==> src/design/tcgev_defines.svh <==
`ifndef TCGEV_DEFINES_SVH
`define TCGEV_DEFINES_SVH
// ****************************************
// Register byte offsets on the bus
// ****************************************
`define TCGEV_ADDR_W 8
`define TCGEV_OFF_CTRL 8'h00
`define TCGEV_OFF_DUR 8'h04
`define TCGEV_OFF_READER_MATCH_TIME 8'h08
`define TCGEV_OFF_GENERATOR_MATCH_TIME 8'h0c
`define TCGEV_OFF_ARM 8'h10
`define TCGEV_OFF_UB 8'h14
`define TCGEV_OFF_STAT 8'h18
// ****************************************
// Field positions and reset values
// ****************************************
`define TCGEV_CTRL_W 12
`define TCGEV_CTRL_RST 12'h000
`define TCGEV_CTRL_RCTL 0
`define TCGEV_CTRL_CONV 1
`define TCGEV_CTRL_IN1 2
`define TCGEV_CTRL_OUT1 6
`define TCGEV_DUR_RST 8'h01
`define TCGEV_ARM_RDR_ONE 0
`define TCGEV_ARM_RDR_CONT 1
`define TCGEV_ARM_GEN_ONE 2
`define TCGEV_ARM_GEN_CONT 3
`define TCGEV_UB_SRC 8
`define TCGEV_UB_MARK 8'h80
`define TCGEV_RESP_OKAY 2'h0
`define TCGEV_RESP_SLVERR 2'h2
// ****************************************
// Contact pin positions
// ****************************************
`define TCGEV_NPIN 8
`define TCGEV_PIN_CHAR 0
`define TCGEV_PIN_RESYNC 1
`define TCGEV_PIN_IN1 2
`define TCGEV_PIN_VITC 6
`define TCGEV_PIN_BYP 7
// ****************************************
// Timing
// ****************************************
`define TCGEV_CLK_KHZ 50000
`define TCGEV_DEB_MS 5
`define TCGEV_DEB_CYC (`TCGEV_DEB_MS * `TCGEV_CLK_KHZ)
`endif

==> src/design/tcgev_pkg.sv <==
`default_nettype none
package tcgev_pkg;
	// ****************************************
	// Shared types
	// ****************************************
	typedef struct packed {
		logic [7:0] hh;
		logic [7:0] mm;
		logic [7:0] ss;
		logic [7:0] ff;
	} tcgev_tc_t;
	typedef enum logic [2:0] {
		EVT_OFF = 3'h1,
		EVT_ONE = 3'h2,
		EVT_CONT = 3'h4
	} tcgev_evt_t;
	typedef enum logic [1:0] {
		GPI_LTC = 2'h0,
		GPI_VITC = 2'h1,
		GPI_HOLD = 2'h2,
		GPI_SET = 2'h3
	} tcgev_gpi_fn_t;
	typedef enum logic [2:0] {
		GPO_RDR = 3'h0,
		GPO_GEN = 3'h1,
		GPO_SEC = 3'h2,
		GPO_MIN = 3'h3,
		GPO_REF = 3'h4
	} tcgev_gpo_fn_t;
endpackage
`default_nettype wire

==> src/design/tcgev_gpio.sv <==
// How it works
// - Remote-user-bit mode: six inputs pick user bits; vitc, bypass stay.
// - Inputs 1..6 give user byte 81,82,84,88,90,A0 hex.
// - Parallel source is default; an edge on any of the six parallel pins reselects it.
// - Normal mode: two dedicated (inserter, resync) and two assignable inputs work again.
// - Falling edge on inserter input toggles inserter, same as panel key.
// - Vitc enable: falling edge turns generator on, rising turns off.
// - Bypass relay energized while bypass input is low.
// - Resync press and release loads reader time, unless in convert mode.
// - Assignable input: ltc, vitc, hold or set; fall on, rise off.
// - Generator set input low reloads last entered time every frame.
// - Outside remote-user-bit mode, assignable outputs are pulled low while their condition holds.
// - Reader event output pulses on armed reader time match.
// - Generator event output pulses on armed generator time match.
// - Second tick output pulses at each generator second start.
// - Minute tick output pulses at each generator minute start.
// - Reference failure output held while genlock reference is missing.
// - One frame-counted duration, reset 01, serves both outputs.
// - Event register: off, single or continuous; commands toggle arming.
// - Single arming fires on first match then disarms.
// - Continuous arming fires on every match.
`timescale 1ns/1ps
`include "tcgev_defines.svh"
`default_nettype none
module tcgev_gpio
	import tcgev_pkg::*;
#(
	parameter int unsigned DEB_CYC = `TCGEV_DEB_CYC
)(
	// Clock and reset
	input wire logic aclk,
	input wire logic aresetn,
	// AXI4-Lite slave
	input wire logic [`TCGEV_ADDR_W-1:0] s_axi_awaddr,
	input wire logic s_axi_awvalid,
	output logic s_axi_awready,
	input wire logic [31:0] s_axi_wdata,
	input wire logic [3:0] s_axi_wstrb,
	input wire logic s_axi_wvalid,
	output logic s_axi_wready,
	output logic [1:0] s_axi_bresp,
	output logic s_axi_bvalid,
	input wire logic s_axi_bready,
	input wire logic [`TCGEV_ADDR_W-1:0] s_axi_araddr,
	input wire logic s_axi_arvalid,
	output logic s_axi_arready,
	output logic [31:0] s_axi_rdata,
	output logic [1:0] s_axi_rresp,
	output logic s_axi_rvalid,
	input wire logic s_axi_rready,
	// Contact inputs, low when closed
	input wire logic [5:0] par_in_n,
	input wire logic vitc_enable_n,
	input wire logic bypass_n,
	// Time base from the code logic
	input wire logic frame_tick,
	input wire tcgev_tc_t reader_time,
	input wire tcgev_tc_t gen_time,
	input wire logic ref_valid,
	input wire logic char_key_pulse,
	// Open-collector outputs
	input wire logic [1:0] assignable_output_i,
	output logic [1:0] assignable_output_o,
	output logic [1:0] assignable_output_oe,
	// Controls to the generator, reader, inserter and bypass relay
	output logic char_inserter_on,
	output logic vitc_gen_on,
	output logic bypass_relay_on,
	output logic resync_load,
	output logic reader_ltc_sel,
	output logic reader_vitc_sel,
	output logic gen_hold,
	output logic gen_set,
	output logic gen_set_reload,
	output logic [7:0] generated_user_bits,
	output logic ub_from_serial
);
	localparam int unsigned NP = `TCGEV_NPIN;
	localparam int unsigned CW = $clog2(DEB_CYC + 1);

	// ****************************************
	// Decoding helpers
	// ****************************************
	function automatic logic map_ok(input logic [`TCGEV_ADDR_W-1:0] a);
		map_ok = (a[1:0] == 2'h0) && (a <= `TCGEV_OFF_STAT);
	endfunction

	function automatic logic [31:0] merge(input logic [31:0] o,
		input logic [31:0] n, input logic [3:0] s);
		logic [31:0] r;
		r = o;
		for (int b = 0; b < 4; b++)
		begin
			if (s[b])
				r[b*8 +: 8] = n[b*8 +: 8];
		end
		merge = r;
	endfunction

	// ****************************************
	// Contact synchroniser and debounce
	// ****************************************
	logic [NP-1:0] raw;
	logic [NP-1:0] s1_r;
	logic [NP-1:0] s2_r;
	logic [NP-1:0] s3_r;
	logic [NP-1:0] db_r;
	logic [NP-1:0] dbp_r;
	logic [NP-1:0] fall;
	logic [NP-1:0] rise;
	logic [CW-1:0] deb_r [NP];

	assign raw = {bypass_n, vitc_enable_n, par_in_n};

	genvar g;
	generate
		for (g = 0; g < NP; g++)
		begin : g_deb
			always_ff @(posedge aclk)
			begin
				if (!aresetn)
				begin
					s1_r[g] <= 1'b1;
					s2_r[g] <= 1'b1;
					s3_r[g] <= 1'b1;
				end
				else
				begin
					s1_r[g] <= raw[g];
					s2_r[g] <= s1_r[g];
					s3_r[g] <= s2_r[g];
				end
			end

			// A level is taken only after it has held for the whole window.
			always_ff @(posedge aclk)
			begin
				if (!aresetn)
				begin
					deb_r[g] <= '0;
					db_r[g] <= 1'b1;
				end
				else if (s2_r[g] != s3_r[g] || s3_r[g] == db_r[g])
					deb_r[g] <= '0;
				else if (deb_r[g] == CW'(DEB_CYC - 1))
				begin
					deb_r[g] <= '0;
					db_r[g] <= s3_r[g];
				end
				else
					deb_r[g] <= deb_r[g] + 1'b1;
			end
		end
	endgenerate

	always_ff @(posedge aclk)
	begin
		if (!aresetn)
			dbp_r <= '1;
		else
			dbp_r <= db_r;
	end

	assign fall = dbp_r & ~db_r;
	assign rise = ~dbp_r & db_r;

	// ****************************************
	// Register state
	// ****************************************
	logic [`TCGEV_CTRL_W-1:0] ctrl_r;
	logic [7:0] dur_r;
	tcgev_tc_t reader_match_time_r;
	tcgev_tc_t generator_match_time_r;
	logic [7:0] ub_ser_r;
	logic ub_src_r;
	logic rctl;
	logic conv;

	assign rctl = ctrl_r[`TCGEV_CTRL_RCTL];
	assign conv = ctrl_r[`TCGEV_CTRL_CONV];

	// ****************************************
	// AXI4-Lite write channel
	// ****************************************
	logic aw_have_r;
	logic w_have_r;
	logic [`TCGEV_ADDR_W-1:0] aw_addr_r;
	logic [31:0] w_data_r;
	logic [3:0] w_strb_r;
	logic bvalid_r;
	logic [1:0] bresp_r;
	logic do_wr;
	logic [31:0] ctrl_wd;
	logic [31:0] dur_wd;

	assign ctrl_wd = merge(32'(ctrl_r), w_data_r, w_strb_r);
	assign dur_wd = merge(32'(dur_r), w_data_r, w_strb_r);

	assign s_axi_awready = ~aw_have_r;
	assign s_axi_wready = ~w_have_r;
	assign s_axi_bvalid = bvalid_r;
	assign s_axi_bresp = bresp_r;
	assign do_wr = aw_have_r & w_have_r & ~bvalid_r;

	always_ff @(posedge aclk)
	begin
		if (!aresetn)
		begin
			aw_have_r <= 1'b0;
			aw_addr_r <= '0;
		end
		else if (s_axi_awvalid && !aw_have_r)
		begin
			aw_have_r <= 1'b1;
			aw_addr_r <= s_axi_awaddr;
		end
		else if (do_wr)
			aw_have_r <= 1'b0;
	end

	always_ff @(posedge aclk)
	begin
		if (!aresetn)
		begin
			w_have_r <= 1'b0;
			w_data_r <= '0;
			w_strb_r <= '0;
		end
		else if (s_axi_wvalid && !w_have_r)
		begin
			w_have_r <= 1'b1;
			w_data_r <= s_axi_wdata;
			w_strb_r <= s_axi_wstrb;
		end
		else if (do_wr)
			w_have_r <= 1'b0;
	end

	always_ff @(posedge aclk)
	begin
		if (!aresetn)
		begin
			bvalid_r <= 1'b0;
			bresp_r <= `TCGEV_RESP_OKAY;
		end
		else if (do_wr)
		begin
			bvalid_r <= 1'b1;
			bresp_r <= map_ok(aw_addr_r) ? `TCGEV_RESP_OKAY
				: `TCGEV_RESP_SLVERR;
		end
		else if (s_axi_bready)
			bvalid_r <= 1'b0;
	end

	function automatic logic wr_at(input logic [`TCGEV_ADDR_W-1:0] off);
		wr_at = do_wr && aw_addr_r == off;
	endfunction

	always_ff @(posedge aclk)
	begin
		if (!aresetn)
		begin
			ctrl_r <= `TCGEV_CTRL_RST;
			dur_r <= `TCGEV_DUR_RST;
		end
		else
		begin
			if (wr_at(`TCGEV_OFF_CTRL))
				ctrl_r <= ctrl_wd[`TCGEV_CTRL_W-1:0];
			if (wr_at(`TCGEV_OFF_DUR))
				dur_r <= dur_wd[7:0];
		end
	end

	always_ff @(posedge aclk)
	begin
		if (!aresetn)
		begin
			reader_match_time_r <= '0;
			generator_match_time_r <= '0;
		end
		else
		begin
			if (wr_at(`TCGEV_OFF_READER_MATCH_TIME))
				reader_match_time_r <= merge(reader_match_time_r, w_data_r, w_strb_r);
			if (wr_at(`TCGEV_OFF_GENERATOR_MATCH_TIME))
				generator_match_time_r <= merge(generator_match_time_r, w_data_r, w_strb_r);
		end
	end

	// ****************************************
	// Event registers
	// ****************************************
	logic [3:0] arm_cmd;
	tcgev_evt_t evt_r [2];
	logic [1:0] match;
	logic [1:0] fire;

	assign arm_cmd = (do_wr && aw_addr_r == `TCGEV_OFF_ARM
		&& w_strb_r[0]) ? w_data_r[3:0] : 4'h0;
	assign match[0] = frame_tick && reader_time == reader_match_time_r;
	assign match[1] = frame_tick && gen_time == generator_match_time_r;

	generate
		for (g = 0; g < 2; g++)
		begin : g_evt
			logic c_one;
			logic c_cont;
			assign c_one = arm_cmd[2*g];
			assign c_cont = arm_cmd[2*g+1];
			assign fire[g] = match[g] && evt_r[g] != EVT_OFF;

			always_ff @(posedge aclk)
			begin
				if (!aresetn)
					evt_r[g] <= EVT_OFF;
				else if (c_one)
					evt_r[g] <= (evt_r[g] == EVT_ONE)
						? EVT_OFF : EVT_ONE;
				else if (c_cont)
					evt_r[g] <= (evt_r[g] == EVT_CONT)
						? EVT_OFF : EVT_CONT;
				else
				begin
					case (evt_r[g])
						EVT_ONE:
						begin
							if (match[g])
								evt_r[g] <= EVT_OFF;
						end
						EVT_CONT:
							evt_r[g] <= EVT_CONT;
						EVT_OFF:
							evt_r[g] <= EVT_OFF;
						default:
							evt_r[g] <= EVT_OFF;
					endcase
				end
			end
		end
	endgenerate

	// ****************************************
	// Assignable outputs
	// ****************************************
	logic sec_tick;
	logic min_tick;
	logic [1:0] oe_r;

	assign sec_tick = frame_tick && gen_time.ff == 8'h00;
	assign min_tick = sec_tick && gen_time.ss == 8'h00;
	assign assignable_output_o = 2'h0;
	assign assignable_output_oe = oe_r;

	generate
		for (g = 0; g < 2; g++)
		begin : g_out
			tcgev_gpo_fn_t fn;
			logic trig;
			logic [7:0] cnt_r;
			assign fn = tcgev_gpo_fn_t'(ctrl_r[`TCGEV_CTRL_OUT1+3*g +: 3]);

			always_comb
			begin
				case (fn)
					GPO_RDR: trig = fire[0];
					GPO_GEN: trig = fire[1];
					GPO_SEC: trig = sec_tick;
					GPO_MIN: trig = min_tick;
					default: trig = 1'b0;
				endcase
			end

			// The count runs in frames and starts on the triggering frame.
			always_ff @(posedge aclk)
			begin
				if (!aresetn)
					cnt_r <= '0;
				else if (trig)
					cnt_r <= dur_r;
				else if (frame_tick && cnt_r != 8'h00)
					cnt_r <= cnt_r - 8'h01;
			end

			always_ff @(posedge aclk)
			begin
				if (!aresetn || rctl)
					oe_r[g] <= 1'b0;
				else if (fn == GPO_REF)
					oe_r[g] <= ~ref_valid;
				else
					oe_r[g] <= cnt_r != 8'h00;
			end
		end
	endgenerate

	// ****************************************
	// Dedicated inputs
	// ****************************************
	logic char_r;
	logic vitc_r;
	logic byp_r;
	logic resync_r;

	always_ff @(posedge aclk)
	begin
		if (!aresetn)
			char_r <= 1'b0;
		else if ((fall[`TCGEV_PIN_CHAR] && !rctl) ^ char_key_pulse)
			char_r <= ~char_r;
	end

	always_ff @(posedge aclk)
	begin
		if (!aresetn)
		begin
			vitc_r <= 1'b0;
			byp_r <= 1'b0;
		end
		else
		begin
			if (fall[`TCGEV_PIN_VITC])
				vitc_r <= 1'b1;
			else if (rise[`TCGEV_PIN_VITC])
				vitc_r <= 1'b0;
			byp_r <= ~db_r[`TCGEV_PIN_BYP];
		end
	end

	always_ff @(posedge aclk)
	begin
		if (!aresetn)
			resync_r <= 1'b0;
		else
			resync_r <= rise[`TCGEV_PIN_RESYNC] && !rctl
				&& !conv;
	end

	// ****************************************
	// Assignable inputs
	// ****************************************
	logic [3:0] fn_r;
	logic reload_r;

	always_ff @(posedge aclk)
	begin
		if (!aresetn || rctl)
			fn_r <= 4'h0;
		else
		begin
			for (int k = 0; k < 2; k++)
			begin
				if (fall[`TCGEV_PIN_IN1+k])
					fn_r[ctrl_r[`TCGEV_CTRL_IN1+2*k +: 2]] <= 1'b1;
				else if (rise[`TCGEV_PIN_IN1+k])
					fn_r[ctrl_r[`TCGEV_CTRL_IN1+2*k +: 2]] <= 1'b0;
			end
		end
	end

	always_ff @(posedge aclk)
	begin
		if (!aresetn)
			reload_r <= 1'b0;
		else
			reload_r <= frame_tick && fn_r[GPI_SET]
				&& !rctl;
	end

	// ****************************************
	// Remote user bits
	// ****************************************
	logic [5:0] act;
	logic [7:0] pat;
	logic [7:0] ub_r;

	assign act = ~db_r[5:0];
	assign pat = (act == 6'h00) ? 8'h00
		: (`TCGEV_UB_MARK | {2'h0, act});

	always_ff @(posedge aclk)
	begin
		if (!aresetn)
		begin
			ub_src_r <= 1'b0;
			ub_ser_r <= '0;
		end
		else if (wr_at(`TCGEV_OFF_UB) && w_strb_r[0])
		begin
			ub_src_r <= 1'b1;
			ub_ser_r <= w_data_r[7:0];
		end
		else if ((fall[5:0] | rise[5:0]) != 6'h00)
			ub_src_r <= 1'b0;
	end

	always_ff @(posedge aclk)
	begin
		if (!aresetn || !rctl)
			ub_r <= 8'h00;
		else
			ub_r <= ub_src_r ? ub_ser_r : pat;
	end

	assign char_inserter_on = char_r;
	assign vitc_gen_on = vitc_r;
	assign bypass_relay_on = byp_r;
	assign resync_load = resync_r;
	assign reader_ltc_sel = fn_r[GPI_LTC];
	assign reader_vitc_sel = fn_r[GPI_VITC];
	assign gen_hold = fn_r[GPI_HOLD];
	assign gen_set = fn_r[GPI_SET];
	assign gen_set_reload = reload_r;
	assign generated_user_bits = ub_r;
	assign ub_from_serial = ub_src_r;

	// ****************************************
	// AXI4-Lite read channel
	// ****************************************
	logic rvalid_r;
	logic [31:0] rdata_r;
	logic [1:0] rresp_r;
	logic [31:0] rmux;

	assign s_axi_arready = ~rvalid_r;
	assign s_axi_rvalid = rvalid_r;
	assign s_axi_rdata = rdata_r;
	assign s_axi_rresp = rresp_r;

	always_comb
	begin
		case (s_axi_araddr)
			`TCGEV_OFF_CTRL: rmux = 32'(ctrl_r);
			`TCGEV_OFF_DUR: rmux = 32'(dur_r);
			`TCGEV_OFF_READER_MATCH_TIME: rmux = reader_match_time_r;
			`TCGEV_OFF_GENERATOR_MATCH_TIME: rmux = generator_match_time_r;
			`TCGEV_OFF_ARM: rmux = 32'({evt_r[1], evt_r[0]});
			`TCGEV_OFF_UB: rmux = 32'({ub_src_r, ub_r});
			`TCGEV_OFF_STAT: rmux = 32'({assignable_output_i,
				oe_r, fn_r, resync_r, byp_r, vitc_r, char_r, db_r});
			default: rmux = 32'h0000_0000;
		endcase
	end

	always_ff @(posedge aclk)
	begin
		if (!aresetn)
		begin
			rvalid_r <= 1'b0;
			rdata_r <= '0;
			rresp_r <= `TCGEV_RESP_OKAY;
		end
		else if (s_axi_arvalid && !rvalid_r)
		begin
			rvalid_r <= 1'b1;
			rdata_r <= rmux;
			rresp_r <= map_ok(s_axi_araddr) ? `TCGEV_RESP_OKAY
				: `TCGEV_RESP_SLVERR;
		end
		else if (s_axi_rready)
			rvalid_r <= 1'b0;
	end
endmodule // tcgev_gpio
`default_nettype wire

==> config.mk <==
export PLATFORM = sky130hd
export DESIGN_NAME = tcgev_gpio
export DESIGN_NICKNAME = d
export VERILOG_FILES = /design/src/design/tcgev_pkg.sv /design/src/design/tcgev_gpio.sv
export VERILOG_INCLUDE_DIRS = /design/src /design/src/design
export SDC_FILE = /design/constraint.sdc
export NUM_CORES = 1
export LEC_CHECK = 0
export ABC_AREA = 1
export BUFFER_PORTS_ARGS = -buffer_cell sky130_fd_sc_hd__buf_4
export CAP_MARGIN = 15
export CORE_MARGIN = 2
export CORE_UTILIZATION = 60
export CTS_CLUSTER_DIAMETER = 50
export DETAILED_ROUTE_END_ITERATION = 6
export HOLD_SLACK_MARGIN = 0.06
export PLACE_DENSITY = 0.92
export SYNTH_ARGS = -nofsm -noshare
export SYNTH_HDL_FRONTEND = slang
export SYNTH_SLANG_ARGS = --single-unit
==> constraint.sdc <==
create_clock -name aclk -period 3 [get_ports aclk]
set_clock_uncertainty 0.15 [all_clocks]
set_input_delay 0.15 -clock aclk [delete_from_list [all_inputs] [get_ports aclk]]
set_output_delay 0.15 -clock aclk [all_outputs]
set_load 0.01 [all_outputs]
# Yosys cells after proc, flatten, opt, wreduce, memory -nomap -nowiden
# Memories as Yosys holds them, arrays and structs flattened.
# Index checks and enable logic that the tools add are counted.
# totals
reg_bits	251
ram_bits	150
input_bits	136
output_inout_bits	63
elab_cells	508
mem_count	2
# op_classes
add_sub_neg	10
n_lt_le_gt_ge	6
n_eq_ne	53
muxes	219
bitwise_logic	66
reduce_logical	85
# mem_list
memory	words	width	read_ports	rd_ports_with_merged_regs	write_ports	line_no	source
deb_r	8	18	8	0	8	tcgev_gpio.sv:111	logic [CW-1:0] deb_r [NP];
evt_r	2	3	2	0	2	tcgev_gpio.sv:296	tcgev_evt_t evt_r [2];
# ops
cell	count
$mux 18	24
$pmux 32 s7	1
$mux 1	160
$add 18x1->18 const B	8
$eq 18x18->1 const B	8
$eq 32x32->1	2
$mux 8	6
$mux 3	14
$eq 8x5->1 const B	5
$reduce_and 2->1	19
$or 1x1->1	36
$eq 8x4->1 const B	4
$logic_not 8->1	4
$logic_and 1x1->1	28
$mux 4	6
$eq 3x2->1 const B	6
$eq 8x3->1 const B	2
$le 8x5->1 const B	2
$reduce_bool 2->1	8
$reduce_bool 8->1	2
$sub 8x1->8 const B	2
$not 1->1	15
$and 7x7->7	2
$not 7->7	2
other kinds (24)	73

# Logic depth before layout (Yosys ltp)
# depth
word_depth	14
mapped_depth	14
ltp_nobuf	14

# Least setup slack after synthesis
# No wires, ideal clock.
# synth_timing
kind	register to register
startpoint	memory deb_r[1][54] (netlist name)
endpoint	memory deb_r[1][62] (netlist name), data pin
arrival_ns	1.730
required_ns	2.589
slack_ns	0.859
stages_incl_launch_ff	11
synth_period_minus_slack_ns	2.141
cell_sequence	edfxtp_1 -> ha_1 -> nand2_1 -> inv_1 -> nand2_1 -> or2_2 -> nor4_1 -> nor2_1 -> inv_1 -> buf_2 -> nor3_1
# synth_rtl
item	line_no
from (decl)	tcgev_gpio.sv:111

# Worst setup path after layout
# layout_timing
startpoint	input s_axi_araddr[4]
endpoint	register rresp_r[1] (netlist: s_axi_rresp[1])
# layout_via
elab_chain_len	3
# layout_lines
item	line_no	source
from (decl)	tcgev_gpio.sv:44	input wire logic [`TCGEV_ADDR_W-1:0] s_axi_araddr,
$le 8x5->1 (no line)	--	
$logic_and 1x1->1	tcgev_gpio.sv:85	map_ok = (a[1:0] == 2'h0) && (a <= `TCGEV_OFF_STAT);
$mux 2 (no line)	--	
to (signal assigned)	tcgev_gpio.sv:552	rresp_r <= `TCGEV_RESP_OKAY;
to (signal assigned)	tcgev_gpio.sv:558	rresp_r <= map_ok(s_axi_araddr) ? `TCGEV_RESP_OKAY
to (decl)	tcgev_gpio.sv:523	logic [1:0] rresp_r;
# No other way between the ends.
# A chain may end at the register's enable or synchronous reset.

==> results_dict.tcl <==
set metrics [dict create \
    ir_worst_vdd_uv 594 \
    place_congestion 0.987 \
    antenna_left 0 \
    insertion_delay_ns 0.55 \
    fin_util_pct 75.5 \
    die_width_um 186 \
    p_leak_nw 10.6 \
    cp-startpoint "s_axi_araddr[4]" \
    dp_cells 3387 \
    grt_start_max_net_pins 77 \
    die_area_sq_um 34700 \
    clock_sinks 399 \
    crit_path_end_kind "register" \
    syn-cell-area_sq_um 20000 \
    post_cts_resized 0 \
    cts_made_buffers 45 \
    setup_viol 0 \
    dp_hpwl_um 42100 \
    io_buffers 194 \
    synth_edf_count 150 \
    drv_cap 0 \
    vias 19900 \
    antenna_found_initial 3 \
    placed_area_sq_um 22400 \
    ios 199 \
    critPathLaunchType "input port" \
    fmax_mhz 364 \
    grt_pass1_wl_um 94700 \
    root_buffer "clkbuf_16" \
    r2r-end "reader_match_time_r[4]" \
    rr_startpoint "w_have_r" \
    grt-ovfl-total 0 \
    coreArea_sq_um 32600 \
    rows 66 \
    clk_path_buf_depth 3 \
    synthArstFlopShare_pct 0 \
    holdCritPathClass "input port to register" \
    first_iter_violations 2084 \
    routed_wirelength_um 59400 \
    path_class "input port to register" \
    reg2regPathDepth 7 \
    r2r_setup_slack_ns 0.37 \
    fin_tns_setup_ns 0 \
    grt_pass1_vias 19000 \
    yosysUniqueCellTypes 49 \
    yosys_register_bits 399 \
    synth_area_leaders "dfxtp_1, edfxtp_1, nand2_1" \
    layout_min_cycle_time_ns 2.75 \
    synth_largest_area_cell "dfxtp_1" \
    viasPerCell 5.61 \
    finalHoldViolations 0 \
    clkTransAtPathRegs_ns 0.06 \
    fin_crit_sh_pct 91.7 \
    synth_top_flop_cell "dfxtp_1" \
    fillers 2369 \
    endpoint "s_axi_rresp[1]" \
    arrival_ns 3.04 \
    final-instance-count-excl-fill 3544 \
    nets 3218 \
    slew_headroom_pct 40.5 \
    hold_start "s_axi_araddr[3]" \
    cts_tree "done" \
    power.total_mw 13.3 \
    slew_violations 0 \
    syn-mean-instance-area_sq_um 7.51 \
    design_area_sq_um 24600 \
    rsz0062_at_grt "no" \
    required_ns 3.29 \
    dr.pass1.iters 6 \
    crit_fanout 2 \
    synth_warnings 0 \
    drc 0 \
    globalRouteTotalUtil_pct 33.3 \
    die_h_um 186 \
    ys_seq_area_share_pct 47.6 \
    p_per_area_nw_per_um2 538 \
    outcome "complete, no violations" \
    drive_above_1_share_pct 10.5 \
    wl_per_cell_um 16.8 \
    htree_levels 2 \
    syn_inst 2658 \
    synth_top_area_share_pct 25.0 \
    max_slew.worst_pin.slew_ns 0.886 \
    initial_core_util_pct 61.2 \
    area_growth_pct 23.5 \
]
-- layer usage --
layer	global-route usage [%]	vias up	wire, um
li1	-	9475	-
met1	41.1	9115	23200
met2	55.8	1070	27500
met3	7.11	226	5740
met4	16.0	2	2940
met5	0	-	13
-- kinds of logic (layout without fill, tap and decap cells) --
family	after synthesis	after routing	synth area share [%]
AO/OA/AOI/OAI	509	509	13.9
buffers and inverters	469	765	8.97
adder cells (fa/ha/maj)	19	19	1.19
XOR/XNOR	48	48	2.11
AND/OR/NAND/NOR	1212	1212	26.3
flip-flops	399	399	47.6
other	2	150	0.0376
-- cells in the final DEF (no fill, tap or decap), types with 148 or more instances in the layout --
| master | netlist | layout |
|---|---|---|
| edfxtp_1 | 150 | 150 |
| o21ai_0 | 201 | 201 |
| buf_4 | 6 | 217 |
| nor2_1 | 367 | 367 |
| inv_1 | 389 | 389 |
| nand2_1 | 508 | 508 |
| a21oi_1 | 214 | 214 |
| conb_1 | 2 | 148 |
| dfxtp_1 | 249 | 249 |
-- where the power goes --
group / leakage [nW] / internal [mW] / switching [mW]
combinational: 6.23 / 0.646 / 0.974
sequential: 3.58 / 5.83 / 0.185
clock: 0.764 / 3.36 / 2.26
-- sequential cells by signal, indices dropped and copies added (netlist names), 12 cells and up --
name	flops
reader_match_time_r	32
deb_r	144
w_data_r	32
generator_match_time_r	32
g_out.cnt_r	16
s_axi_rdata	32
ctrl_r	12
-- through the flow --
stage          setup WS (ns)  hold slack [ns]
6_report               0.249            0.113
5_1_grt                0.165            0.129
4_1_cts                0.456           0.0741
3_5_place_dp           0.488            0.190
3_3_place_gp           0.521            0.188
2_1_floorplan          0.859            0.107
-- what timing repair did --
action / 4_1_cts / 5_1_grt
endpoints found under the setup margin: 0 / 0
hold endpoints to repair: 64 / 0
setup buffers: 0 / 0
hold buffers: 71 / 0
-- cells in the mapped netlist, types with 24 or more instances --
master,count
a21oi_1,214
clkbuf_1,60
dfxtp_1,249
edfxtp_1,150
inv_1,389
nand2_1,508
nand3_1,99
nand4_1,66
nor2_1,367
nor3_1,99
o21ai_0,201
o22ai_1,24
xor2_1,35
-- layout make-up --
| class | count | area [sq um] | area share, % |
|---|---|---|---|
| sequential | 399 | 9490 | 38.5 |
| multi-input combinational | 1936 | 9220 | 37.4 |
| timing repair buffer | 288 | 2340 | 9.50 |
| inverter | 393 | 1480 | 5.99 |
| clock buffer | 69 | 1420 | 5.75 |
| tap | 442 | 553 | 2.25 |
| clock inverter | 15 | 130 | 0.528 |
| antenna | 2 | 5.00 | 0.0203 |
-- critical path, stage by stage --
cell and delay (ns):
dlygate4sd3_1 0.53, buf_4 0.15, inv_1 0.07, nor3_1 0.05, dlygate4sd3_1 0.57, o21ai_0 0.24
dlygate4sd3_1 0.62, a31oi_1 0.08, dlygate4sd3_1 0.57
-- worst min path at each step --
stage / end / slack (ns) / depth (start not counted)
final: s_axi_rdata[27] / 0.11 / 6
after global routing: s3_r[4] / 0.13 / 3
after CTS: s3_r[1] / 0.07 / 3
after detailed placement: s1_r[3] / 0.19 / 2
after global placement: s1_r[5] / 0.19 / 2
after floorplan: s1_r[0] / 0.11 / 1
(Power assumes the default switching activity.)
